**config.mk**
```make
export PLATFORM = sky130hd
export DESIGN_NAME = module_supervisor_watchdog_flat
export DESIGN_NICKNAME = d
export VERILOG_FILES = /design/src/rtl/wdog_pkg.sv /design/src/rtl/wdog_link_if.sv /design/src/rtl/module_supervisor_watchdog.sv /design/src/flat_wrapper.sv
export SDC_FILE = /design/constraint.sdc
export NUM_CORES = 1
export LEC_CHECK = 0
export ABC_AREA = 1
export BUFFER_PORTS_ARGS = -buffer_cell sky130_fd_sc_hd__buf_2
export CAP_MARGIN = 20
export CORE_UTILIZATION = 45
export DETAILED_ROUTE_END_ITERATION = 8
export SYNTH_ARGS = -nofsm -noshare
export SYNTH_HDL_FRONTEND = slang
export SYNTH_SLANG_ARGS = --single-unit
```
**constraint.sdc**
```tcl
create_clock -name core_clk -period 1.6 [get_ports core_clk]
set_input_delay 0.4 -clock core_clk [delete_from_list [all_inputs] [get_ports core_clk]]
set_output_delay 0.4 -clock core_clk [all_outputs]
set_load 0.05 [all_outputs]
```
**src/rtl/wdog_pkg.sv**
```systemverilog
package wdog_pkg;

  // Clock rate of the single core clock
  localparam int unsigned CLK_HZ = 10_000_000;

  // Time-out interval, figures in milliseconds
  localparam int unsigned TIMEOUT_MIN_MS = 1100;
  localparam int unsigned TIMEOUT_TYP_MS = 1600;
  localparam int unsigned TIMEOUT_MAX_MS = 2300;

  // Typical interval in cycles; least time rounded up
  localparam longint unsigned TIMEOUT_TYP_CYC =
    (64'(TIMEOUT_TYP_MS) * 64'(CLK_HZ) + 64'd999) / 64'd1000;
  localparam longint unsigned TIMEOUT_MIN_CYC =
    (64'(TIMEOUT_MIN_MS) * 64'(CLK_HZ) + 64'd999) / 64'd1000;

  // Kick period on the controller side, well under the minimum time-out
  localparam int unsigned KICK_PERIOD_MS = 300;
  localparam longint unsigned KICK_PERIOD_CYC =
    64'(KICK_PERIOD_MS) * 64'(CLK_HZ) / 64'd1000;

  // Length of the time-out low pulse in cycles
  localparam int unsigned TIMEOUT_PULSE_CYC = 1;

  // Counter width wide enough for the longest count used
  localparam int unsigned CNT_W = 32;
  localparam logic [CNT_W-1:0] CNT_ZERO = 32'h0000_0000;
  localparam logic [CNT_W-1:0] CNT_ONE  = 32'h0000_0001;

endpackage

```
**src/rtl/wdog_link_if.sv**
```systemverilog
`timescale 1ns/100ps
// Kick line between controller and watchdog, plus reset wiring
interface wdog_link_if;
  logic kick_o;              // Controller drive value
  logic kick_oe;             // Controller drives the kick line
  logic watchdog_kick_input; // Resolved level seen by the watchdog
  logic watchdog_timeout_out_n;
  logic master_reset_in_n;   // Resolved master reset level

  // Floating kick line is held at its last level; no edge appears
  modport watchdog
  (
    input  watchdog_kick_input,
    output watchdog_timeout_out_n,
    input  master_reset_in_n
  );

  modport controller
  (
    output kick_o,
    output kick_oe,
    input  watchdog_timeout_out_n
  );
endinterface

```
**src/rtl/module_supervisor_watchdog.sv**
```systemverilog
`timescale 1ns/100ps
// The kick pin and the master reset pin come from outside the clock
// domain, so each passes two flops before any logic reads it. The two
// straps stand for assembly links and are static, so they are read
// directly.
// A kick edge at the pin clears the timer three cycles later. A kick
// that lands in the last two cycles of an interval therefore cannot
// stop that time-out. Controllers must kick well inside the minimum
// interval, and the kicker end does so by construction.
// The interval uses the typical figure. A build that must meet the
// minimum and maximum should set TIMEOUT_CYC from its real clock.
// The time-out pulse lasts PULSE_CYC cycles. In the alternate assembly
// the same cycles also pull the combined module reset low.
module module_supervisor_watchdog
  import wdog_pkg::*;
#(
  parameter longint unsigned TIMEOUT_CYC = TIMEOUT_TYP_CYC,
  parameter int unsigned     PULSE_CYC   = TIMEOUT_PULSE_CYC
)
(
  input  wire logic core_clk,
  input  wire logic rst_n,
  input  wire logic enable_link_fitted,
  input  wire logic reset_route_fitted,
  wdog_link_if.watchdog link,
  output logic      timeout_pulse_n,
  output logic      module_reset_n,
  output logic      watchdog_running
);

  initial
  begin
    if (TIMEOUT_CYC < 2 || TIMEOUT_CYC >= (64'd1 << CNT_W))
      $error("TIMEOUT_CYC out of range");
    if (PULSE_CYC < 1 || PULSE_CYC >= TIMEOUT_CYC)
      $error("PULSE_CYC out of range");
    // Counters need at least two bits to tell start from last value
    if (CNT_W < 2)
      $error("CNT_W too narrow");
  end

  localparam logic [CNT_W-1:0] LAST_CNT = CNT_W'(TIMEOUT_CYC - 1);
  localparam logic [CNT_W-1:0] PULSE_LAST = CNT_W'(PULSE_CYC - 1);

  ////////////////////////////////////////////////////////////////////////
  // Counter helpers
  // One adder shape for both counters; no wrap can happen because
  // the timer is cleared at its last value and the pulse counter holds there
  function automatic logic [CNT_W-1:0] cnt_next
  (
    input logic [CNT_W-1:0] cnt
  );
    return cnt + CNT_ONE;
  endfunction

  // Terminal count test shared by the timer and the pulse stretcher
  function automatic logic cnt_done
  (
    input logic [CNT_W-1:0] cnt,
    input logic [CNT_W-1:0] last
  );
    return cnt == last;
  endfunction

  ////////////////////////////////////////////////////////////////////////
  // State
  // All state of the watchdog end lives in one packed record
  typedef struct packed {
    // Kick pin synchroniser and edge memory
    logic             kick_s1;
    logic             kick_s2;
    logic             kick_prev;
    logic             primed;
    // Interval timer
    logic             running;
    logic [CNT_W-1:0] cnt;
    // Time-out pulse stretcher
    logic             pulse_act;
    logic [CNT_W-1:0] pulse_cnt;
    // Registered outputs
    logic             wdo_n;
    logic             rst_out_n;
    // Master reset pin synchroniser
    logic             mr_s1;
    logic             mr_s2;
  } state_s;

  // Reset image: outputs idle high and the timer stopped; each
  // synchroniser starts at the idle level of its pin
  localparam state_s RESET_STATE = '{
    kick_s1:   1'b0,
    kick_s2:   1'b0,
    kick_prev: 1'b0,
    primed:    1'b0,
    running:   1'b0,
    cnt:       CNT_ZERO,
    pulse_act: 1'b0,
    pulse_cnt: CNT_ZERO,
    wdo_n:     1'b1,
    rst_out_n: 1'b1,
    mr_s1:     1'b1,
    mr_s2:     1'b1
  };

  state_s s_q;
  state_s s_d;

  ////////////////////////////////////////////////////////////////////////
  // Next state
  always_comb
  begin
    logic edge_seen;
    edge_seen = 1'b0;
    s_d = s_q;
    // Two flops before any logic reads the pin levels
    s_d.kick_s1 = link.watchdog_kick_input;
    s_d.kick_s2 = s_q.kick_s1;
    s_d.kick_prev = s_q.kick_s2;
    // Master reset pin takes the same two-flop path
    s_d.mr_s1 = link.master_reset_in_n;
    s_d.mr_s2 = s_q.mr_s1;
    // First sample only primes the edge detector; a high pin level at start
    // still reads as one kick edge
    s_d.primed = 1'b1;
    edge_seen = s_q.primed && (s_q.kick_s2 != s_q.kick_prev);
    // Without the enable link no edge ever starts the timer
    if (!enable_link_fitted)
    begin
      s_d.running = 1'b0;
      s_d.cnt = CNT_ZERO;
    end
    else if (edge_seen)
    begin
      s_d.running = 1'b1;
      s_d.cnt = CNT_ZERO;
    end
    // A kick in the same cycle as the last count wins, so no pulse
    // is raised for an interval that was just restarted
    else if (s_q.running)
    begin
      // Last count: raise the pulse and start the next interval at once
      if (cnt_done(s_q.cnt, LAST_CNT))
      begin
        s_d.cnt = CNT_ZERO;
        s_d.pulse_act = 1'b1;
        s_d.pulse_cnt = CNT_ZERO;
      end
      else
      begin
        s_d.cnt = cnt_next(s_q.cnt);
      end
    end
    // Hold time-out low for the pulse length, then release
    if (s_q.pulse_act)
    begin
      if (cnt_done(s_q.pulse_cnt, PULSE_LAST))
        s_d.pulse_act = 1'b0;
      else
        s_d.pulse_cnt = cnt_next(s_q.pulse_cnt);
    end
    // Pulling the enable link also cancels a pulse already in flight
    if (!enable_link_fitted)
      s_d.pulse_act = 1'b0;
    // Outputs take the next pulse state so they leave flops directly
    s_d.wdo_n = !s_d.pulse_act;
    // Alternate assembly: time-out merged into master reset
    s_d.rst_out_n = s_q.mr_s2 &&
                    !(reset_route_fitted && s_d.pulse_act);
  end

  ////////////////////////////////////////////////////////////////////////
  // State register
  always_ff @(posedge core_clk or negedge rst_n)
  begin
    if (!rst_n)
      s_q <= RESET_STATE;
    else
      s_q <= s_d;
  end

  ////////////////////////////////////////////////////////////////////////
  // Outputs straight from flops
  // Time-out line towards the controller end
  assign link.watchdog_timeout_out_n = s_q.wdo_n;
  // Same pulse for logic outside the link
  assign timeout_pulse_n = s_q.wdo_n;
  // Combined module reset, master reset merged with time-out
  assign module_reset_n = s_q.rst_out_n;
  // Timer armed by a first kick edge
  assign watchdog_running = s_q.running;

endmodule

```
**src/flat_wrapper.sv**
```systemverilog
// flat-port wrapper written by rule: the top's interface ports become plain ports
module module_supervisor_watchdog_flat import wdog_pkg::*;
#(
  parameter longint unsigned TIMEOUT_CYC = TIMEOUT_TYP_CYC,
  parameter int unsigned     PULSE_CYC   = TIMEOUT_PULSE_CYC
)
  (core_clk, rst_n, enable_link_fitted, reset_route_fitted, timeout_pulse_n, module_reset_n, watchdog_running, link_watchdog_kick_input, link_watchdog_timeout_out_n, link_master_reset_in_n);
  wdog_link_if link_i ();
  input  wire logic core_clk;
  input  wire logic rst_n;
  input  wire logic enable_link_fitted;
  input  wire logic reset_route_fitted;
  output logic timeout_pulse_n;
  output logic module_reset_n;
  output logic watchdog_running;
  input wire logic [$bits(link_i.watchdog_kick_input)-1:0] link_watchdog_kick_input;
  output wire logic [$bits(link_i.watchdog_timeout_out_n)-1:0] link_watchdog_timeout_out_n;
  input wire logic [$bits(link_i.master_reset_in_n)-1:0] link_master_reset_in_n;
  assign link_i.watchdog_kick_input = link_watchdog_kick_input;
  assign link_watchdog_timeout_out_n = link_i.watchdog_timeout_out_n;
  assign link_i.master_reset_in_n = link_master_reset_in_n;
  module_supervisor_watchdog #(.TIMEOUT_CYC(TIMEOUT_CYC), .PULSE_CYC(PULSE_CYC)) u_core (.core_clk(core_clk), .rst_n(rst_n), .enable_link_fitted(enable_link_fitted), .reset_route_fitted(reset_route_fitted), .link(link_i), .timeout_pulse_n(timeout_pulse_n), .module_reset_n(module_reset_n), .watchdog_running(watchdog_running));
endmodule
```
======== Yosys cells after proc, flatten, opt, wreduce, memory -nomap -nowiden ========
Index checks and enable logic that the tools add are counted.
cells by class
  add/sub/neg operators ................... 2
  equality and inequality tests ........... 4
  mux-type cells .......................... 12
  reduce and logical (&&, ||, !) cells .... 6
operators by type and width
  operator                                                           number
  33-bit two-way mux                                                 5
  32-bit two-way mux                                                 3
  65-bit two-way mux                                                 1
  32-bit by 1-bit adder with 32-bit output, second input constant    2
  32-bit by 24-bit == test with 1-bit output, second input constant  1
  32-bit zero test                                                   1
  1-bit logical AND                                                  3
  1-bit two-way mux                                                  3
  3-bit by 1-bit != test with 1-bit output, second input constant    1
  1-bit zero test                                                    2
  2-bit by 1-bit != test with 1-bit output, second input constant    1
  1-bit != test                                                      1
word-level totals
  register bits after elaboration ......... 74
  input bits .............................. 6
  output and inout port bits .............. 4
  word-level logic and storage cells ...... 36

======== Longest topological paths before layout ========
  depth after elaboration ................. 11
  gate-level depth with buffers ........... 13
  depth with buffers taken out ............ 13

======== Worst setup path after synthesis ========
OpenSTA, ideal clock, no wires.
  path kind ............................... register -> register
  start ................................... reg u_core.s_q (netlist bit u_core.watchdog_running)
  end ..................................... reg u_core.s_q[67] (netlist name)
  library setup time ...................... 0.118 ns
  arrival time ............................ 1.490 ns
  data required time ...................... 1.482 ns
  path slack .............................. -0.007 ns
  cell stages (with the launch flop) ...... 9
  path buffers ............................ 1
  clock period less this slack ............ 1.607 ns
  cell sequence ........................... dfrtp_1 -> inv_1 -> nand3_2 -> buf_2 -> nand3_1 -> nor2_2 -> nand2_1 -> nor2_1 -> nor2_2
on the way
  longest elaborated chain between the ends .. 1
RTL lines
  element                                                    line                               text
  from (decl)                                                module_supervisor_watchdog.sv:105  state_s s_q;
  from (signal assigned)                                     module_supervisor_watchdog.sv:176  s_q <= RESET_STATE;
  from (signal assigned)                                     module_supervisor_watchdog.sv:178  s_q <= s_d;
  3-bit by 1-bit != test with 1-bit output (no source line)  n/a
Every way passes these cells.
A chain may end at the register's enable or synchronous reset.

==> summary.md <==
| Metric | Value |
|---|---|
| First-pass GRT wire length | `21,480 um` |
| Routability cong. | `0.8712` |
| Top FF cell, synth | `dfrtp_1` |
| Worst Hold Slack | `approximately 0.13 ns` |
| Die area | `10,760 sq um` |
| 1st-pass router iterations | `6` |
| Syn. warnings | `0` |
| Final hold vios | `0` |
| Setup WS post-layout | `-0.1057 ns` |
| TritonCTS Buffers | `9` |
| Starting Density | `47.01%` |
| Syn Nets | `695` |
| Largest fanout on the critical path | `7` |
| Netlist cell types | `36` |
| Core Box Area | `9910 sq um` |
| Design Area, Final | `6963 sq um` |
| Worst EP required | `~1.8 ns` |
| # H-tree levels | `3` |
| Max Cap Viol | `0` |
| Failing checks | `setup timing` |
| Met2 wire length | `7413 um` |
| Clock tree from TritonCTS | `built` |
| Avg Cell Area, Syn | `6.790 sq um` |
| Clock Path Buffers | `2` |
| Crit. End Element | `register` |
| Seq/Total Area, Yosys | `around two fifths` |
| Detailed-route DRC error count | `0` |
| CTS sink cnt | `74` |
| Logic pwr share | `a little under a fifth` |
| GRT Residual Overflow | `0` |
| Worst vdd ir | `about 0.37 mV` |
| Sequential power share | `a little under half` |
| Die width | `~100 um` |
| CP Data Arrival Time | `approximately 2.0 ns` |
| Compound-Gate Fraction of Synth Area | `~7.0%` |
| Fin. max-slew vios | `0` |
| # diodes | `0` |
| DPL Wire Length | `9123 um` |
| DR vias/cell | `5.103` |
| Xor and xnor area share after synthesis | `around 1.7%` |
| Iteration-0 DRC Markers | `232` |
| Critical path origin | `u_core.s_q[38]$_DFFE_PN0P_` |
| Met1 Wirelength | `5637 um` |
| Leak | `3.494 nW` |
| Reg clk slew, reported paths | `around 0.090 ns` |
| Switching share of total power | `30.00%` |
| Clock Latency Late Sink | `between 0.3 and 0.4 ns` |
| Int Pwr | `roughly 2.9 mW` |
| Worst Hold Class | `input pin to register` |
| Post-synth EDFFs | `0` |
| Via count | `4,935` |
| # IOs | `10` |
| Flop and latch count out of synthesis | `74` |
| Synthesized instance count | `686` |
| Main combinational cell family by area after synthesis | `simple AND/OR/NAND/NOR gates` |
| Post-synthesis mux area share | `0%` |
| Skew final | `0.01170 ns` |
| Fmax | `~0.59 GHz` |
| Routed wl met3 | `402 um` |
| Area after DPL | `approximately 5700 sq um` |
| Min cycle time layout | `around 1.7 ns` |
| Top sig layer | `met4` |
| Vias in the first global route | `approximately 4.7k` |
| Clock power frac | `32.9%` |
| Port Buffer Count | `9` |
| Worst r2r src | `u_core.s_q[38]$_DFFE_PN0P_` |
| Worst setup SP type | `register` |
| Wire per inst | `14.26 um` |
| Chip height | `103.7 um` |
| Total GRT Usage | `24.75%` |
| Final setup fails | `55` |
| Layout cells sized above 1 | `43.05%` |
| Clk root buf | `clkbuf_8` |
| Power density cells | `597.4 nW/um^2` |
| Routed WL | `13,790 um` |
| Critical path type | `register to register` |
| Worst hold start | `link_master_reset_in_n` |
| Routed Antenna Nets | `0` |
| Most common cell after layout, fill and taps aside | `nand2_1` |
| Worst Setup Slack post-DPL | `-0.5432 ns` |
| Nets@finish | `about 840` |
| Status | `complete, but fails checks` |
| Unrepaired setup endpoints after global routing | `true` |
| Post-Syn Area | `4658 sq um` |
| Adder-Cell Fraction of Synth Area | `0.8058%` |
| Fin crit share | `106.6%` |
| Antenna violations before repair | `0` |
| Post-synthesis simple-gate area fraction | `41.34%` |
| Asr flop ratio synth | `100.0%` |
| Num rows | `36` |
| Commonest non-fill, non-tap cells in the layout | `nand2_1 (139), buf_4 (111), nor2_1 (94)` |
| Pin count of the biggest net entering global routing | `29` |
| P_sw | `1.248 mW` |
| Synthesis-to-finish area growth | `49.48%` |
## kinds of logic (layout without fill, tap and decap cells)
kind of cell / Yosys count / in the layout
xor gates and xnor gates: 9 / 9
and+or+nand+nor: 445 / 447
other: 1 / 1
buffers and inverters: 104 / 250
DFF: 74 / 74
AOI/OAI and AO/OA: 50 / 50
adders and majority gates: 3 / 3
## final timing paths
| check | end | slack (ns) | cells after the start |
|---|---|---|---|
| max | u_core.s_q[25]$_DFF_PN0_ | -0.11 | 11 |
| min | u_core.s_d[0]$_DFF_PN1_ | 0.13 | 1 |
| max reg2reg | u_core.s_q[25]$_DFF_PN0_ | -0.11 | 11 |
| min reg2reg | u_core.s_q[0]$_DFF_PN1_ | 0.36 | 0 |
| max in group asynchronous | u_core.s_q[52]$_DFFE_PN0P_ | 0.64 | 3 |
| min in group asynchronous | u_core.s_q[23]$_DFF_PN0_ | 0.48 | 2 |
## cell type report
cell class	count	area, sq um
multi-input combinational	510	3144
fill	783	2947
sequential	74	1858
timing repair buffer	140	1239
inverter	94	382.9
tap	133	166.4
clock buffer	12	145.1
clock inverter	4	27.53
## critical path, stage by stage (launching register included)
cell,delay [ns]
dfrtp_1,0.38
ha_2,0.20
nand3_2,0.06
inv_2,0.08
nand2_4,0.08
inv_4,0.07
nand2_4,0.06
nor3_4,0.23
nand2_4,0.13
buf_12,0.17
nand2_2,0.06
a21oi_2,0.05
## stage by stage
step	instances	total power [mW]	utilization (%)	TNS, ns
2_1_floorplan	686	2.317	-	0
3_3_place_gp	922	2.592	57.17	-10.09
3_5_place_dp	922	2.607	57.17	-11.38
4_1_cts	955	4.016	63.02	-1.317
5_1_grt	967	4.343	70.27	-9.500
6_report	967	4.159	70.27	-3.391
## timing repair
action | 4_1_cts | 5_1_grt
endpoints found under the hold margin | 17 | 0
setup buffers | 14 | 12
cloned | 3 | 2
resized for setup | 74 | 166
pin swaps | 21 | 45
setup endpoints to repair | 64 | 66
hold buffers | 1 | 0
## synth_stat cells, types with 3 or more instances
library cell | number | area, sq um
inv_1 | 87 | 326.6
nand4_1 | 13 | 81.33
o21ai_2 | 4 | 35.03
a21oi_1 | 16 | 80.08
a21oi_2 | 10 | 87.58
buf_4 | 3 | 22.52
nand2_2 | 20 | 125.1
nor2_4 | 4 | 45.04
nor3_1 | 21 | 105.1
dfrtp_1 | 70 | 1752
dfstp_2 | 4 | 105.1
inv_2 | 5 | 18.77
a31oi_1 | 3 | 18.77
buf_6 | 3 | 33.78
nor2_2 | 6 | 37.54
nand3_1 | 48 | 240.2
ha_1 | 3 | 37.54
nor2_1 | 137 | 514.2
buf_2 | 4 | 20.02
nand2_1 | 188 | 705.7
xor2_1 | 7 | 61.31
o21bai_1 | 5 | 37.54
o21ai_0 | 8 | 40.04
## power groups by stage
stage	registers [mW]	clock network [mW]	logic, mW
6_report	2.00	1.37	0.796
4_1_cts	1.99	1.40	0.624
3_5_place_dp	2.03	0	0.582
3_3_place_gp	2.02	0	0.570
2_1_floorplan	2.06	0	0.258
5_1_grt	2.01	1.46	0.875
## sequential cells by signal, indices dropped and copies added, names as in the netlist
register                            cells
u_core.link.watchdog_timeout_out_n      1
u_core.module_reset_n                   1
u_core.s_d                              3
u_core.s_q                             68
u_core.watchdog_running                 1
## metal layers
metal  up-vias  global-route usage (%)
met2        99                   44.82
met4         0                   10.92
met3        34                   3.021
met1      2367                   29.32
met5         -                       0
li1       2435                       -
(Power assumes the default switching activity.)
